[config.mk]
export PLATFORM = sky130hd
export DESIGN_NAME = nfc_host
export DESIGN_NICKNAME = d
export VERILOG_FILES = /design/src/include/nfc_pkg.sv /design/src/verilog/nfc_cycle.sv /design/src/verilog/nfc_host.sv
export SDC_FILE = /design/constraint.sdc
export NUM_CORES = 1
export LEC_CHECK = 0
export ABC_AREA = 1
export BUFFER_PORTS_ARGS = -buffer_cell sky130_fd_sc_hd__buf_2
export CORE_MARGIN = 4
export CORE_UTILIZATION = 50
export DETAILED_ROUTE_END_ITERATION = 10
export PLACE_DENSITY = 0.74
export SLEW_MARGIN = 20
export SYNTH_ARGS = -nofsm -noshare
export SYNTH_HDL_FRONTEND = slang
export SYNTH_SLANG_ARGS = --single-unit
[constraint.sdc]
create_clock -name clk -period 6.7 [get_ports clk]
set_input_delay 1.34 -clock clk [delete_from_list [all_inputs] [get_ports clk]]
set_output_delay 1.34 -clock clk [all_outputs]
set_load 0.02 [all_outputs]
[src/include/nfc_pkg.sv]
// Package for the NOR flash host controller: commands, pin carrier, timing
package nfc_pkg;
  localparam int CLK_PERIOD_NS = 100;
  // Bus cycle phase times and hardware reset pulse and recovery times
  localparam int T_SETUP_NS    = 100;
  localparam int T_STROBE_NS   = 300;
  localparam int T_HOLD_NS     = 100;
  localparam int T_RP_NS       = 500;
  localparam int T_RH_NS       = 50;
  localparam int T_SETUP_CYC   = (T_SETUP_NS + CLK_PERIOD_NS - 1) / CLK_PERIOD_NS;
  localparam int T_STROBE_CYC  = (T_STROBE_NS + CLK_PERIOD_NS - 1) / CLK_PERIOD_NS;
  localparam int T_HOLD_CYC    = (T_HOLD_NS + CLK_PERIOD_NS - 1) / CLK_PERIOD_NS;
  localparam int T_RP_CYC      = (T_RP_NS + CLK_PERIOD_NS - 1) / CLK_PERIOD_NS;
  localparam int T_RH_CYC      = (T_RH_NS + CLK_PERIOD_NS - 1) / CLK_PERIOD_NS;

  localparam int ADDR_W = 20;
  localparam int DATA_W = 16;

  localparam logic [11:0] UNLOCK1_WORD = 12'h0555;
  localparam logic [11:0] UNLOCK2_WORD = 12'h02aa;
  localparam logic [11:0] UNLOCK1_BYTE = 12'h0aaa;
  localparam logic [11:0] UNLOCK2_BYTE = 12'h0555;
  localparam logic [7:0]  DAT_UNLOCK1  = 8'haa;
  localparam logic [7:0]  DAT_UNLOCK2  = 8'h55;
  localparam logic [7:0]  CMD_RESET    = 8'hf0;
  localparam logic [7:0]  CMD_ID       = 8'h90;
  localparam logic [7:0]  CMD_PROG     = 8'ha0;
  localparam logic [7:0]  CMD_ESETUP   = 8'h80;
  localparam logic [7:0]  CMD_CHIP_ER  = 8'h10;
  localparam logic [7:0]  CMD_SECT_ER  = 8'h30;

  localparam int POLL_BIT    = 7;
  localparam int TOGGLE_BIT  = 6;
  localparam int TIMEOUT_BIT = 5;

  typedef enum logic [2:0] {
    NFC_OP_READ, NFC_OP_RESET, NFC_OP_ID, NFC_OP_PROG,
    NFC_OP_CHIP_ER, NFC_OP_SECT_ER, NFC_OP_HWRESET, NFC_OP_WRITE
  } nfc_op_t;

  typedef struct packed {
    nfc_op_t             op;
    logic [ADDR_W-1:0]   addr;
    logic [DATA_W-1:0]   data;
  } nfc_req_t;

  typedef struct packed {
    logic                ce_n;
    logic                oe_n;
    logic                we_n;
    logic                hard_reset_n;
    logic [ADDR_W-1:0]   addr;
    logic [DATA_W-1:0]   dq_o;
    logic                dq_oe;
  } nfc_pins_t;
endpackage

[src/verilog/nfc_cycle.sv]
// Single flash bus cycle engine: one read or one write strobe
`timescale 1ns/10ps
module nfc_cycle
  import nfc_pkg::*;
(
  input  wire logic              clk,
  input  wire logic              rst,
  input  wire logic              start,
  input  wire logic              is_write,
  input  wire logic [ADDR_W-1:0] addr,
  input  wire logic [DATA_W-1:0] wdata,
  input  wire logic [DATA_W-1:0] dq_sync,
  output logic                   busy,
  output logic                   done,
  output logic [DATA_W-1:0]      rdata_ff,
  output logic                   ce_n_ff,
  output logic                   oe_n_ff,
  output logic                   we_n_ff,
  output logic                   dq_oe_ff,
  output logic [ADDR_W-1:0]      addr_ff,
  output logic [DATA_W-1:0]      dq_o_ff
);
  typedef enum logic [1:0] {NFC_C_IDLE, NFC_C_SETUP, NFC_C_STROBE, NFC_C_HOLD} nfc_cst_t;
  nfc_cst_t          st_ff, nxt_st;
  logic [7:0]        cnt_ff, nxt_cnt;
  logic              wr_ff, nxt_wr;
  logic [DATA_W-1:0] nxt_rdata, nxt_dq_o;
  logic [ADDR_W-1:0] nxt_addr;
  logic              nxt_ce_n, nxt_oe_n, nxt_we_n, nxt_dq_oe;

  assign busy = (st_ff != NFC_C_IDLE);
  assign done = (st_ff == NFC_C_HOLD) && (cnt_ff == 8'h01);

  always_comb begin
    nxt_st    = st_ff;
    nxt_cnt   = cnt_ff;
    nxt_wr    = wr_ff;
    nxt_rdata = rdata_ff;
    nxt_addr  = addr_ff;
    nxt_dq_o  = dq_o_ff;
    nxt_ce_n  = ce_n_ff;
    nxt_oe_n  = oe_n_ff;
    nxt_we_n  = we_n_ff;
    nxt_dq_oe = dq_oe_ff;
    case (st_ff)
      NFC_C_IDLE: begin
        if (start) begin
          nxt_st    = NFC_C_SETUP;
          nxt_cnt   = 8'(T_SETUP_CYC);
          nxt_wr    = is_write;
          nxt_addr  = addr;
          nxt_dq_o  = wdata;
          nxt_ce_n  = 1'b0;
          // Output enable stays high on writes so the flash never fights us
          nxt_dq_oe = is_write;
        end
      end
      NFC_C_SETUP: begin
        nxt_cnt = cnt_ff - 8'h01;
        if (cnt_ff == 8'h01) begin
          nxt_st   = NFC_C_STROBE;
          nxt_cnt  = 8'(T_STROBE_CYC);
          nxt_we_n = !wr_ff;
          nxt_oe_n = wr_ff;
        end
      end
      NFC_C_STROBE: begin
        nxt_cnt = cnt_ff - 8'h01;
        if (cnt_ff == 8'h01) begin
          nxt_st    = NFC_C_HOLD;
          nxt_cnt   = 8'(T_HOLD_CYC);
          // Data latched by the flash on this we_n rise; ce_n rises later
          nxt_we_n  = 1'b1;
          nxt_oe_n  = 1'b1;
          if (!wr_ff) nxt_rdata = dq_sync;
        end
      end
      NFC_C_HOLD: begin
        nxt_cnt = cnt_ff - 8'h01;
        if (cnt_ff == 8'h01) begin
          nxt_st    = NFC_C_IDLE;
          nxt_ce_n  = 1'b1;
          nxt_dq_oe = 1'b0;
        end
      end
      default: nxt_st = NFC_C_IDLE;
    endcase
  end

  always_ff @(posedge clk or posedge rst) begin
    if (rst) begin
      st_ff    <= NFC_C_IDLE;
      cnt_ff   <= 8'h00;
      wr_ff    <= 1'b0;
      rdata_ff <= 16'h0000;
      addr_ff  <= 20'h0_0000;
      dq_o_ff  <= 16'h0000;
      ce_n_ff  <= 1'b1;
      oe_n_ff  <= 1'b1;
      we_n_ff  <= 1'b1;
      dq_oe_ff <= 1'b0;
    end else begin
      st_ff    <= nxt_st;
      cnt_ff   <= nxt_cnt;
      wr_ff    <= nxt_wr;
      rdata_ff <= nxt_rdata;
      addr_ff  <= nxt_addr;
      dq_o_ff  <= nxt_dq_o;
      ce_n_ff  <= nxt_ce_n;
      oe_n_ff  <= nxt_oe_n;
      we_n_ff  <= nxt_we_n;
      dq_oe_ff <= nxt_dq_oe;
    end
  end
endmodule

[src/verilog/nfc_host.sv]
// Host controller driving an asynchronous parallel NOR flash over its pins
// What this block does
// - Reads drive chip select and output enable low, write enable high.
// - Writes drive write enable and chip select low, output enable high.
// - Host waits reset-high-to-read after reset before reading.
// - Erase is six writes: unlock pair, 80H, unlock pair, 10H or 30H.
// - Host writes reset after timeout fail or to leave identification mode.
// - Unlock addresses 555H/2AAH in word mode, AAAH/555H in byte mode.
// - Sector erase sends one sector load per request; no further loads follow the 30H write.
`timescale 1ns/10ps
module nfc_host
  import nfc_pkg::*;
#(
  parameter int POLL_LIMIT = 1000000
)
(
  input  wire logic              clk,
  input  wire logic              rst,
  input  wire nfc_req_t          req,
  input  wire logic              req_valid,
  input  wire logic              byte_mode,
  output logic                   req_ready,
  output logic                   resp_valid_ff,
  output logic [DATA_W-1:0]      resp_data_ff,
  output logic                   resp_fail_ff,
  output nfc_pins_t              pins,
  input  wire logic [DATA_W-1:0] dq_i,
  input  wire logic              ready_busy_n
);
  typedef enum logic [2:0] {
    NFC_IDLE, NFC_SEQ, NFC_POLL_A, NFC_POLL_B, NFC_RST_LOW, NFC_RST_REC, NFC_DONE
  } nfc_st_t;

  nfc_st_t           st_ff, nxt_st;
  nfc_req_t          cur_ff, nxt_cur;
  logic [2:0]        idx_ff, nxt_idx;
  logic [31:0]       cnt_ff, nxt_cnt;
  logic [DATA_W-1:0] first_ff, nxt_first;
  logic              rst_n_ff, nxt_rst_n;
  logic              nxt_rv, nxt_fail;
  logic              q5_ff, nxt_q5;
  logic [DATA_W-1:0] nxt_rdata;
  logic [DATA_W-1:0] dq_m_ff, dq_s_ff;
  logic              rb_m_ff, rb_s_ff;

  logic              cyc_start, cyc_wr, cyc_busy, cyc_done;
  logic [ADDR_W-1:0] cyc_addr;
  logic [DATA_W-1:0] cyc_wdata, cyc_rdata;
  logic [2:0]        seq_len;
  logic [11:0]       ul1, ul2;

  // Pins are asynchronous to clk
  always_ff @(posedge clk or posedge rst) begin
    if (rst) begin
      dq_m_ff <= 16'h0000;
      dq_s_ff <= 16'h0000;
      rb_m_ff <= 1'b1;
      rb_s_ff <= 1'b1;
    end else begin
      dq_m_ff <= dq_i;
      dq_s_ff <= dq_m_ff;
      rb_m_ff <= ready_busy_n;
      rb_s_ff <= rb_m_ff;
    end
  end

  assign ul1 = byte_mode ? UNLOCK1_BYTE : UNLOCK1_WORD;
  assign ul2 = byte_mode ? UNLOCK2_BYTE : UNLOCK2_WORD;

  always_comb begin
    case (cur_ff.op)
      NFC_OP_ID, NFC_OP_PROG:       seq_len = 3'd4;
      NFC_OP_CHIP_ER, NFC_OP_SECT_ER: seq_len = 3'd6;
      default:                      seq_len = 3'd1;
    endcase
  end

  // Address and data of write number idx of the current command sequence
  always_comb begin
    cyc_wr    = (cur_ff.op != NFC_OP_READ);
    cyc_addr  = {8'h00, ul1};
    cyc_wdata = {8'h00, DAT_UNLOCK1};
    case (cur_ff.op)
      NFC_OP_READ, NFC_OP_WRITE: begin
        cyc_addr  = cur_ff.addr;
        cyc_wdata = cur_ff.data;
      end
      NFC_OP_RESET: cyc_wdata = {8'h00, CMD_RESET};
      default: begin
        case (idx_ff)
          3'd1, 3'd4: begin
            cyc_addr  = {8'h00, ul2};
            cyc_wdata = {8'h00, DAT_UNLOCK2};
          end
          3'd2: begin
            cyc_wdata = (cur_ff.op == NFC_OP_ID)   ? {8'h00, CMD_ID} :
                        (cur_ff.op == NFC_OP_PROG) ? {8'h00, CMD_PROG} :
                        {8'h00, CMD_ESETUP};
          end
          3'd3: begin
            if (cur_ff.op == NFC_OP_PROG) begin
              cyc_addr  = cur_ff.addr;
              cyc_wdata = cur_ff.data;
            end
          end
          3'd5: begin
            if (cur_ff.op == NFC_OP_SECT_ER) begin
              // One sector per request, so the load window simply closes
              cyc_addr  = cur_ff.addr;
              cyc_wdata = {8'h00, CMD_SECT_ER};
            end else begin
              cyc_wdata = {8'h00, CMD_CHIP_ER};
            end
          end
          default: ;
        endcase
      end
    endcase
  end

  assign req_ready = (st_ff == NFC_IDLE);

  always_comb begin
    nxt_st    = st_ff;
    nxt_cur   = cur_ff;
    nxt_idx   = idx_ff;
    nxt_cnt   = cnt_ff;
    nxt_first = first_ff;
    nxt_rst_n = rst_n_ff;
    nxt_q5    = q5_ff;
    nxt_rv    = 1'b0;
    nxt_fail  = resp_fail_ff;
    nxt_rdata = resp_data_ff;
    cyc_start = 1'b0;
    case (st_ff)
      NFC_IDLE: begin
        if (req_valid) begin
          nxt_cur  = req;
          nxt_idx  = 3'd0;
          nxt_fail = 1'b0;
          nxt_q5   = 1'b0;
          if (req.op == NFC_OP_HWRESET) begin
            nxt_st    = NFC_RST_LOW;
            nxt_cnt   = 32'(T_RP_CYC);
            nxt_rst_n = 1'b0;
          end else begin
            nxt_st = NFC_SEQ;
          end
        end
      end
      NFC_SEQ: begin
        cyc_start = !cyc_busy && !cyc_done;
        if (cyc_done) begin
          nxt_idx = idx_ff + 3'd1;
          if (idx_ff + 3'd1 == seq_len) begin
            nxt_rdata = cyc_rdata;
            // Programs and erases run on their own; poll until they finish
            if (cur_ff.op == NFC_OP_PROG || cur_ff.op == NFC_OP_CHIP_ER ||
                cur_ff.op == NFC_OP_SECT_ER) begin
              nxt_st  = NFC_POLL_A;
              nxt_cnt = 32'(POLL_LIMIT);
            end else begin
              nxt_st = NFC_DONE;
            end
          end
        end
      end
      NFC_POLL_A, NFC_POLL_B: begin
        // Two back-to-back status reads compare the toggle bit
        cyc_start = !cyc_busy && !cyc_done;
        if (cyc_done) begin
          if (st_ff == NFC_POLL_A) begin
            nxt_first = cyc_rdata;
            nxt_st    = NFC_POLL_B;
          end else begin
            // Limit counts pairs; a set timeout bit may be array data read just
            // after completion, so it must show on two pairs in a row
            nxt_cnt = cnt_ff - 32'd1;
            nxt_q5  = cyc_rdata[TIMEOUT_BIT];
            if (cyc_rdata[TOGGLE_BIT] == first_ff[TOGGLE_BIT] && rb_s_ff) begin
              nxt_st = NFC_DONE;
            end else if ((cyc_rdata[TIMEOUT_BIT] && q5_ff) || cnt_ff == 32'd1) begin
              // Failed algorithm: flash needs a reset command to read again
              nxt_fail   = 1'b1;
              nxt_cur.op = NFC_OP_RESET;
              nxt_idx    = 3'd0;
              nxt_st     = NFC_SEQ;
            end else begin
              nxt_st = NFC_POLL_A;
            end
          end
        end
      end
      NFC_RST_LOW: begin
        nxt_cnt = cnt_ff - 32'd1;
        if (cnt_ff == 32'd1) begin
          nxt_rst_n = 1'b1;
          nxt_st    = NFC_RST_REC;
          nxt_cnt   = 32'(T_RH_CYC);
        end
      end
      NFC_RST_REC: begin
        // Wait out reset-to-read and any internal reset shown as busy
        if (cnt_ff != 32'd0) nxt_cnt = cnt_ff - 32'd1;
        if (cnt_ff == 32'd0 && rb_s_ff) nxt_st = NFC_DONE;
      end
      NFC_DONE: begin
        nxt_rv = 1'b1;
        nxt_st = NFC_IDLE;
      end
      default: nxt_st = NFC_IDLE;
    endcase
  end

  always_ff @(posedge clk or posedge rst) begin
    if (rst) begin
      st_ff         <= NFC_IDLE;
      cur_ff        <= '0;
      idx_ff        <= 3'd0;
      cnt_ff        <= 32'd0;
      first_ff      <= 16'h0000;
      rst_n_ff      <= 1'b1;
      q5_ff         <= 1'b0;
      resp_valid_ff <= 1'b0;
      resp_fail_ff  <= 1'b0;
      resp_data_ff  <= 16'h0000;
    end else begin
      st_ff         <= nxt_st;
      cur_ff        <= nxt_cur;
      idx_ff        <= nxt_idx;
      cnt_ff        <= nxt_cnt;
      first_ff      <= nxt_first;
      rst_n_ff      <= nxt_rst_n;
      q5_ff         <= nxt_q5;
      resp_valid_ff <= nxt_rv;
      resp_fail_ff  <= nxt_fail;
      resp_data_ff  <= nxt_rdata;
    end
  end

  nfc_cycle u_cycle (
    .clk      (clk),
    .rst      (rst),
    .start    (cyc_start),
    .is_write (cyc_wr && st_ff == NFC_SEQ),
    .addr     (cyc_addr),
    .wdata    (cyc_wdata),
    .dq_sync  (dq_s_ff),
    .busy     (cyc_busy),
    .done     (cyc_done),
    .rdata_ff (cyc_rdata),
    .ce_n_ff  (pins.ce_n),
    .oe_n_ff  (pins.oe_n),
    .we_n_ff  (pins.we_n),
    .dq_oe_ff (pins.dq_oe),
    .addr_ff  (pins.addr),
    .dq_o_ff  (pins.dq_o)
  );
  assign pins.hard_reset_n = rst_n_ff;
endmodule

==> impl_metrics.csv, run 1 <==
group,metric,value,unit
clock_tree,cts_tree,"built",
detailed_routing,via_per_inst,5.298,
pwr,pwr-share-comb,46.1,%
timing,period_minus_slack,2.790,ns
detailed_routing,ant_nets,0,
pwr,clock_power_share,18.7,%
setup_path,cp-end-kind,"primary output",
clock_tree,clkSinkCount,199,
grt,grt_pass1_wl,36680,µm
timing,finalSetupViolCount,0,
pwr,pwr_density_cell,505.5,nW/µm²
synth,synthesis.nets,1182,
setup_path,start_kind,"flip-flop",
synth,synth_most_common_cell,"nand2_1",
floorplan,coreArea,18830,µm²
placed_design,io_buffers,119,
worst_hold_path,hold_class,"reg2reg",
timing,fin_skew,0.01040,ns
timing,worstMarginPinSlew,0.9910,ns
timing,fin_crit_sh,41.64,%
synth,synthTopCellsByArea,"dfrtp_1, nand2_1, mux2_2, nor2_1, o21ai_0",
floorplan,dieHeight,147,µm
pwr,p_int,0.003057,W
synth,synthesis.area,9661,µm²
placed_design,dp_slack,3.542,ns
setup_path,cp_max_fo,7,
pwr,fin_total_pwr,0.005582,W
synth,syn_inst,1107,
synth,synth_largest_area_cell,"dfrtp_1",
pwr,leakage,5.546,nW
timing,hold_viol_final,0,
pwr,ir_drop,0.0002120,V
grt,antenna_found_initial,0,
setup_path,crit_type,"reg2out",
floorplan,die-area,21610,µm²
synth,ys_warn_count,0,
layout,syn_to_final_growth,14.31,%
detailed_routing,wl_per_cell,14.71,µm
timing,hold_slack,0.3511,ns
detailed_routing,drc_errors,0,
layout,n_antenna_cell,0,
layout,drive_gt1_share,20.36,%
synth,synth-edff-count,0,
detailed_routing,routed_wl,21890,µm
detailed_routing,dr.pass1.iters,5,
clock_tree,cts_buffers,17,
synth,synth_seq_area_share,51.63,%
grt,grt_max_degree,185,
synth,synthTopCellsByCount,"nand2_1, dfrtp_1, nor2_1",
timing,drv_slew,0,
timing,slew_headroom,33.93,%
timing,setup_ws,3.910,ns
detailed_routing,drt_iter0_drc,549,
flow_run,drv_cap,0,
synth,yosysUniqueCellTypes,40,
grt,grt_pass1_vias,7593,
synth,ys_async_sr_fraction,100.0,%
timing,rsz0062_at_grt,"no",
synth,synth_top_cell_area_share,49.99,%
clock_tree,insertion_delay,0.44,ns
layout,fin_nets,1290,
outcome,status,"complete, no violations",
timing,fmax,0.3584,GHz
clock_tree,clockBufferDepth,2,
setup_path,cp.arrival,1.45,ns
pwr,p_sw,0.002525,W
clock_tree,root_buffer,"clkbuf_16",
pwr,swShare,45.24,%
clock_tree,cts_resized,0,
grt,grt_usage,20.55,%
placed_design,detailed_place_hpwl,15060,µm
clock_tree,cts_setup_buffers,0,
grt,grt.overflow.total,0,
synth,synth.avg_cell_area,8.727,µm²
synth,synth_seq_cells,199,
floorplan,io_pins,120,
pwr,seq_power_share,35.2,%
synth,ys.flop_type,"dfrtp_1",
clock_tree,clk_pin_slew,0.08,ns
floorplan,die_w,147,µm
placed_design,gp_congestion,0.8845,
setup_path,cp.required,5.36,ns
timing,finalSetupTns,0,ns
detailed_routing,via_count,7883,
layout,n_fill_cell,1626,
clock_tree,htreeDepth,4,
floorplan,core.rowCount,50,
floorplan,start_util,51.30,%
clock_tree,cts_hold_buffers,0,
-- stage by stage --
step | util, % | cells | instance area (µm²)
after floorplan | - | 1107 | 9664
after global placement | 55.40 | 1456 | 10430
after detailed placement | 55.40 | 1456 | 10430
after CTS | 58.64 | 1488 | 11040
after global routing | 58.64 | 1488 | 11040
final | 58.64 | 1488 | 11040
-- power by group through the flow --
stage / registers, W / clock network (W) / logic [W]
after CTS: 0.00196 / 0.00106 / 0.00258
after floorplan: 0.00205 / 0 / 0.00185
after detailed placement: 0.00198 / 0 / 0.00256
after global routing: 0.00202 / 0.00111 / 0.00291
after global placement: 0.00197 / 0 / 0.00248
final: 0.00197 / 0.00104 / 0.00257
-- worst max-delay path, cell delays in order, from the launching register on --
cell     delay (ns)
dfrtp_1        0.45
nor2_1         0.22
nand2_2        0.10
inv_2          0.08
buf_2          0.17
-- logic make-up (layout without fill, tap and decap cells) --
family	Yosys count	in the layout	synth area share [%]
buffers and inverters	124	245	5.530
xor gates and xnor gates	18	18	1.632
muxes	63	63	7.344
AOI/OAI and AO/OA	163	163	8.963
DFF	199	199	51.63
adders and majority gates	15	15	1.943
and+or+nand+nor	525	525	22.96
-- final cells by class --
cell class / count / area (µm²) / area share [%]
clock buffer: 18 / 429.2 / 3.886
clock inverter: 14 / 181.4 / 1.643
inverter: 91 / 347.8 / 3.150
multi-input combinational: 784 / 4141 / 37.50
sequential: 199 / 4987 / 45.16
tap: 260 / 325.3 / 2.946
timing repair buffer: 122 / 630.6 / 5.710
-- path summary, 6_finish.rpt --
kind | start | end | slack (ns) | cells after the start
worst max-delay path | st_ff[0]$_DFFE_PP0P_ | req_ready | 3.91 | 4
worst min-delay path | dq_m_ff[9]$_DFF_PP0_ | dq_s_ff[9]$_DFF_PP0_ | 0.35 | 0
worst max register to register | cur_ff[38]$_DFFE_PP0P_ | cnt_ff[28]$_DFFE_PP0P_ | 3.93 | 10
worst min register to register | dq_m_ff[9]$_DFF_PP0_ | dq_s_ff[9]$_DFF_PP0_ | 0.35 | 0
max in group asynchronous | rst | cur_ff[15]$_DFFE_PP0P_ | 4.58 | 3
min in group asynchronous | rst | dq_m_ff[0]$_DFF_PP0_ | 0.87 | 2
-- registers in the layout, indices dropped and copies added, names as in the netlist, 2 cells and up --
name / count
u_cycle.addr_ff: 20
idx_ff: 3
u_cycle.dq_o_ff: 16
dq_s_ff: 16
u_cycle.st_ff: 2
resp_data_ff: 16
st_ff: 3
u_cycle.cnt_ff: 8
cur_ff: 39
cnt_ff: 32
u_cycle.rdata_ff: 16
dq_m_ff: 16
-- layer usage --
layer,GRT usage [%],part of all wire (%),vias to the layer above
li1,-,-,3840
met5,0,0,-
met2,34.75,49,251
met4,4.753,0.88,0
met1,27.35,44,3774
met3,4.473,6.3,18
-- cell usage in the layout, fill, tap and decap left out, types with 2 or more instances in the layout --
cell       count
nand2_2        9
o21bai_1       9
dfrtp_1      193
o22ai_1        4
inv_2          4
a31oi_1        3
clkbuf_16     17
ha_1          15
buf_2        119
nor2_1       112
inv_8          3
nor2_2         4
nand3_1       76
o21ai_1       10
nand2_1      287
nor2_4         4
buf_4          2
nand3_2        2
nor3_1         8
o21ai_0       79
inv_1         84
clkinv_8       4
o211ai_1       2
mux2_2        63
nand3b_1       4
nor4_1         2
nand4_1       13
nor3b_1        2
dfstp_2        6
inv_6          3
xor2_1        17
a21oi_1       52
clkinv_4       3
Power figures use the tool's default switching activity.
==> inputs of run 2 (changes only) <==
Settings changed: PLACE_DENSITY 0.74 to 0.71.
Clock period 6.7 ns to 2.6 ns, I/O delays scaled along.
==> run 2 against run 1 <==
Wire length fell by 0.12%. Clock skew rose by 0.0065 ns. Design area rose by 0.89%. Non-clock buffer count rose by 12. Critical path depth rose by 8. Sequential power rose to 2.6 times the previous value. Utilization rose by 0.52 points. Critical path type is now reg2reg. Highest routed layer unchanged.
==> impl_metrics.csv, run 2 (synthesized netlist as in run 1, its figures left out) <==
group,metric,value,unit
setup_path,cp.required,2.93,ns
floorplan,io_pins,120,
setup_path,start_kind,"flip-flop",
detailed_routing,wl_per_cell,14.57,µm
layout,fin_nets,1302,
placed_design,detailed_place_hpwl,15390,µm
floorplan,coreArea,18830,µm²
placed_design,io_buffers,119,
setup_path,crit_type,"reg2reg",
timing,finalSetupViolCount,0,
floorplan,dieHeight,147,µm
grt,grt_max_degree,86,
layout,largest_reg_flops,39,
timing,rsz0062_at_grt,"no",
grt,grt_use_met2,34.59,%
pwr,ir_drop,0.0005683,V
timing,fin_crit_sh,85.11,%
layout,drive_gt1_share,21.13,%
timing,drv_slew,0,
setup_path,r2r_end,"cnt_ff[28]$_DFFE_PP0P_",
layout,largest_registers,"cur_ff x39, cnt_ff x32, u_cycle.addr_ff x20",
grt,met3_usage,3.732,%
grt,use_met1,28.03,%
floorplan,core.rowCount,50,
setup_path,path_cells,"ha_1 -> ha_1 -> o21bai_1 -> nand3_1 -> nand2_1 -> nand2_1 -> nor2_2 -> nand2_2 -> inv_4 -> nand2_1 -> nand2_1 -> inv_1",
timing,hold_viol_final,0,
clock_tree,htreeDepth,4,
detailed_routing,drc_errors,0,
setup_path,cpPeakStageDelay,0.44,ns
timing,slew_headroom,49.65,%
pwr,leakage,5.600,nW
detailed_routing,ant_nets,0,
timing,fmax,0.4519,GHz
layout,top_register,"cur_ff",
clock_tree,clk_pin_slew,0.08,ns
floorplan,die-area,21610,µm²
clock_tree,cts_tree,"built",
setup_path,r2r_start,"idx_ff[0]$_DFFE_PP0P_",
flow_run,drv_cap,0,
outcome,status,"complete, no violations",
setup_path,crit_end,"cnt_ff[28]$_DFFE_PP0P_",
timing,worstMarginPinSlew,0.7474,ns
floorplan,die_w,147,µm
setup_path,worst-path-buf-inv,2,
setup_path,cp_top_family,"simple AND/OR/NAND/NOR gates",
clock_tree,clockBufferDepth,2,
setup_path,cp-end-kind,"flip-flop",
grt,antenna_found_initial,1,
detailed_routing,routed_wl,21870,µm
placed_design,postPlaceCellArea,10560,µm²
setup_path,crit_cells,12,
setup_path,reg2regPathDepth,12,
grt,grt.busiest_layer,"met2",
clock_tree,root_buffer,"clkbuf_16",
layout,final_cell_mix,"nand2_1, dfrtp_1, buf_2",
detailed_routing,dr.pass1.iters,5,
setup_path,worst-r2r-setup-slack,0.39,ns
detailed_routing,via_per_inst,5.213,
grt,grt_usage,20.73,%
detailed_routing,via_count,7825,
setup_path,startpoint,"idx_ff[0]$_DFFE_PP0P_",
setup_path,cp.arrival,2.54,ns
detailed_routing,drt_iter0_drc,484,
layout,fin_area,11140,µm²
clock_tree,cts_hold_buffers,0,
layout,syn_to_final_growth,15.33,%
grt,grt.overflow.total,0,
clock_tree,cts_resized,0,
layout,layout_commonest_cell,"nand2_1",
timing,period_minus_slack,2.213,ns
clock_tree,clkSinkCount,199,
layout,n_fill_cell,1674,
setup_path,critPathSlowestCell,"dfrtp_1",
timing,fin_skew,0.01689,ns
setup_path,critPathMostFrequentCell,"nand2_1",
clock_tree,cts_setup_buffers,0,
placed_design,gp_congestion,0.9117,
setup_path,cp_max_fo,44,
floorplan,start_util,51.30,%
pwr,pwr_density_cell,1291,nW/µm²
grt,grt_pass1_vias,7532,
clock_tree,insertion_delay,0.44,ns
clock_tree,cts_buffers,17,
timing,finalSetupTns,0,ns
worst_hold_path,hold_class,"in2async",
grt,grt_pass1_wl,37070,µm
run 2: cell count changes in the layout (fill, tap and decap cells not counted), sizes merged:
cell      previous run  this run
buf                122       134
bufinv               1         0
clkinv               8         4
clkinvlp             1         3
diode                0         1
inv                 95        98
run 2: report_power, final:
group          internal, W  leakage (nW)  total (W)  switching (W)
registers          0.00424          2.46    0.00505       0.000808
clock network      0.00129         0.279    0.00261        0.00132
logic              0.00235          2.86    0.00673        0.00438
run 2: per-layer routing:
| metal | vias up | wire (µm) |
|---|---|---|
| met5 | - | 0 |
| met4 | 0 | 374 |
| met3 | 26 | 1196 |
| met2 | 240 | 10550 |
| met1 | 3692 | 9749 |
| li1 | 3867 | - |
run 2: worst min-delay path by stage:
stage | to | start | cells after the start
after global routing | u_cycle.rdata_ff[0]$_DFFE_PP0P_ | rst | 2
after detailed placement | dq_s_ff[13]$_DFF_PP0_ | dq_m_ff[13]$_DFF_PP0_ | 0
after global placement | dq_s_ff[7]$_DFF_PP0_ | dq_m_ff[7]$_DFF_PP0_ | 0
final | resp_data_ff[0]$_DFFE_PP0P_ | rst | 2
after floorplan | dq_s_ff[0]$_DFF_PP0_ | dq_m_ff[0]$_DFF_PP0_ | 0
after CTS | resp_data_ff[0]$_DFFE_PP0P_ | rst | 2
run 2: area by class of cell:
cell class / count / area (µm²) / share of cell area [%]
tap: 260 / 325.3 / 2.920
clock buffer: 18 / 429.2 / 3.852
sequential: 199 / 4987 / 44.76
multi-input combinational: 784 / 4141 / 37.17
timing repair buffer: 134 / 758.2 / 6.805
clock inverter: 14 / 150.1 / 1.348
inverter: 91 / 347.8 / 3.122
antenna: 1 / 2.502 / 0.02246
run 2: metrics by stage:
stage	utilization, %	hold slack (ns)	power, W	setup WS (ns)	instances
floorplan	-	0.3312	0.01006	-0.4894	1107
global placement	56.08	0.3319	0.01160	0.4138	1468
detailed placement	56.08	0.3347	0.01182	0.3964	1468
CTS	59.16	0.09426	0.01446	0.3545	1500
global route	59.17	0.1169	0.01562	0.1963	1501
finish	59.17	0.09958	0.01439	0.3873	1501
==> inputs of run 3 (changes only) <==
Settings changed: CORE_MARGIN 4 to 5, REMOVE_ABC_BUFFERS set to 1.
==> run 3 against run 2 <==
The flow now finishes with violations (DRC). Worst hold slack improved by 0.036 ns. Die area rose by 2.7%. Count of clock-buffer cells in the layout rose by 1. Design area rose by 0.18%. Critical endpoint is now cnt_ff[15]$_DFFE_PP0P_. Largest power group unchanged. Highest routed layer unchanged. Total power rose by 0.43%. Final cell count rose by 0.40%. Critical path depth did not move.
==> impl_metrics.csv, run 3 (synthesized netlist as in run 1, its figures left out) <==
group,metric,value,unit
layout,fin_nets,1307,
clock_tree,htreeDepth,4,
pwr,ir_drop,0.0007527,V
outcome,status,"complete, but fails checks",
timing,fin_skew,0.008943,ns
setup_path,cp_max_fo,25,
pwr,pwr-share-comb,47.7,%
clock_tree,cts_hold_buffers,0,
worst_hold_path,hold_class,"in2async",
pwr,p_int,0.007936,W
grt,grt_pass1_wl,38640,µm
timing,rsz0062_at_grt,"no",
layout,n_fill_cell,1658,
timing,hold_viol_final,0,
detailed_routing,wl_per_cell,15.12,µm
timing,worstMarginPinSlew,0.7060,ns
clock_tree,cts_setup_buffers,0,
grt,grt_max_degree,80,
layout,fin_area,11160,µm²
setup_path,cp.required,2.96,ns
floorplan,start_util,51.13,%
detailed_routing,dr.pass1.iters,8,
setup_path,r2r_start,"idx_ff[0]$_DFFE_PP0P_",
grt,grt_usage,21.37,%
clock_tree,cts_resized,0,
pwr,seq_power_share,34.9,%
pwr,fin_total_pwr,0.01445,W
grt,grt_pass1_vias,7909,
pwr,p_sw,0.006515,W
placed_design,postPlaceCellArea,10600,µm²
detailed_routing,drt_iter0_drc,461,
layout,layout_commonest_cell,"nand2_1",
setup_path,critPathSlowestCell,"dfrtp_1",
floorplan,die-area,22200,µm²
placed_design,gp_congestion,0.9110,
layout,syn_to_final_growth,15.54,%
layout,final_cell_mix,"nand2_1, dfrtp_1, buf_2",
detailed_routing,ant_nets,0,
clock_tree,insertion_delay,0.43,ns
grt,grt.overflow.total,0,
detailed_routing,via_count,7890,
placed_design,io_buffers,119,
floorplan,coreArea,18890,µm²
detailed_routing,routed_wl,22790,µm
clock_tree,clockBufferDepth,2,
setup_path,crit_type,"reg2reg",
setup_path,worst-r2r-setup-slack,0.33,ns
floorplan,die_w,149,µm
setup_path,worst-path-buf-inv,2,
timing,period_minus_slack,2.265,ns
detailed_routing,via_per_inst,5.236,
timing,finalSetupViolCount,0,
placed_design,detailed_place_hpwl,15950,µm
pwr,pwr_density_cell,1295,nW/µm²
layout,largest_registers,"cur_ff x39, cnt_ff x32, u_cycle.addr_ff x20",
setup_path,path_cells,"ha_1 -> ha_1 -> o21bai_1 -> nand3_1 -> nand2_1 -> nand2_1 -> nor2_2 -> nand2_2 -> inv_4 -> buf_12 -> nand2_1 -> o21ai_1",
timing,drv_slew,0,
clock_tree,cts_buffers,17,
setup_path,cp_top_family,"simple AND/OR/NAND/NOR gates",
setup_path,cp.arrival,2.62,ns
timing,fin_crit_sh,87.13,%
flow_run,drv_cap,0,
timing,fmax,0.4415,GHz
floorplan,dieHeight,149,µm
clock_tree,cts_tree,"built",
clock_tree,root_buffer,"clkbuf_16",
layout,drive_gt1_share,21.30,%
layout,top_register,"cur_ff",
pwr,leakage,5.611,nW
pwr,swShare,45.09,%
setup_path,cpPeakStageDelay,0.44,ns
timing,slew_headroom,52.43,%
setup_path,start_kind,"flip-flop",
clock_tree,clk_pin_slew,0.07,ns
setup_path,critPathMostFrequentCell,"nand2_1",
outcome,violations,"DRC",
layout,largest_reg_flops,39,
clock_tree,clkSinkCount,199,
setup_path,reg2regPathDepth,12,
setup_path,r2r_end,"cnt_ff[15]$_DFFE_PP0P_",
floorplan,core.rowCount,50,
detailed_routing,drc_errors,1,
setup_path,cp-end-kind,"flip-flop",
grt,antenna_found_initial,3,
pwr,clock_power_share,17.4,%
floorplan,io_pins,120,
[run 3: cell count changes in the layout (fill, tap and decap cells not counted), sizes merged]
| cell | delta |
|---|---|
| inv | -3 |
| clkinv | +1 |
| buf | +5 |
| clkbuf | +1 |
| diode | +2 |
[run 3: worst max-delay path by stage]
stage / startpoint / end / slack [ns] / depth (start not counted)
2_1_floorplan: rst / cnt_ff[0]$_DFFE_PP0P_ / -3.34 / 1
3_3_place_gp: idx_ff[0]$_DFFE_PP0P_ / cnt_ff[13]$_DFFE_PP0P_ / 0.43 / 11
3_5_place_dp: idx_ff[0]$_DFFE_PP0P_ / cnt_ff[13]$_DFFE_PP0P_ / 0.37 / 11
4_1_cts: idx_ff[0]$_DFFE_PP0P_ / cnt_ff[15]$_DFFE_PP0P_ / 0.34 / 12
5_1_grt: idx_ff[0]$_DFFE_PP0P_ / cnt_ff[11]$_DFFE_PP0P_ / 0.18 / 12
6_report: idx_ff[0]$_DFFE_PP0P_ / cnt_ff[15]$_DFFE_PP0P_ / 0.33 / 12
[run 3: layer usage]
metal,wire length [µm],part of all wire [%],GRT usage (%)
met5,0,0,0
met2,11870,52,37.27
met3,1061,4.7,3.889
met1,9516,42,27.35
met4,340,1.5,6.087
[run 3: power by group through the flow]
| stage | logic (W) | clock network, W | registers, W |
|---|---|---|---|
| final | 0.00689 | 0.00252 | 0.00504 |
| after global routing | 0.00780 | 0.00270 | 0.00519 |
| after global placement | 0.00669 | 0 | 0.00503 |
| after detailed placement | 0.00686 | 0 | 0.00507 |
| after floorplan | 0.00450 | 0 | 0.00533 |
| after CTS | 0.00690 | 0.00257 | 0.00503 |
[run 3: layout make-up]
cell class	count	area (µm²)	share of cell area (%)
Timing Repair Buffer	139	795.8	7.129
Tap cell	260	325.3	2.914
Sequential cell	199	4987	44.68
Clock inverter	12	112.6	1.009
Inverter	91	351.6	3.150
Multi-Input combinational cell	784	4139	37.08
Clock buffer	19	442.9	3.968
Antenna cell	3	7.507	0.06726
[run 3: through the flow]
| stage | util [%] | hold WS [ns] | setup TNS, ns | setup WS, ns | std cells |
|---|---|---|---|---|---|
| detailed placement | 56.10 | 0.3347 | 0 | 0.3657 | 1473 |
| global route | 59.08 | 0.1750 | 0 | 0.1838 | 1507 |
| CTS | 59.04 | 0.1756 | 0 | 0.3412 | 1504 |
| finish | 59.08 | 0.1354 | 0 | 0.3347 | 1507 |
| floorplan | - | 0.3312 | -654.71 | -3.336 | 1074 |
| global placement | 56.10 | 0.3313 | 0 | 0.4260 | 1473 |
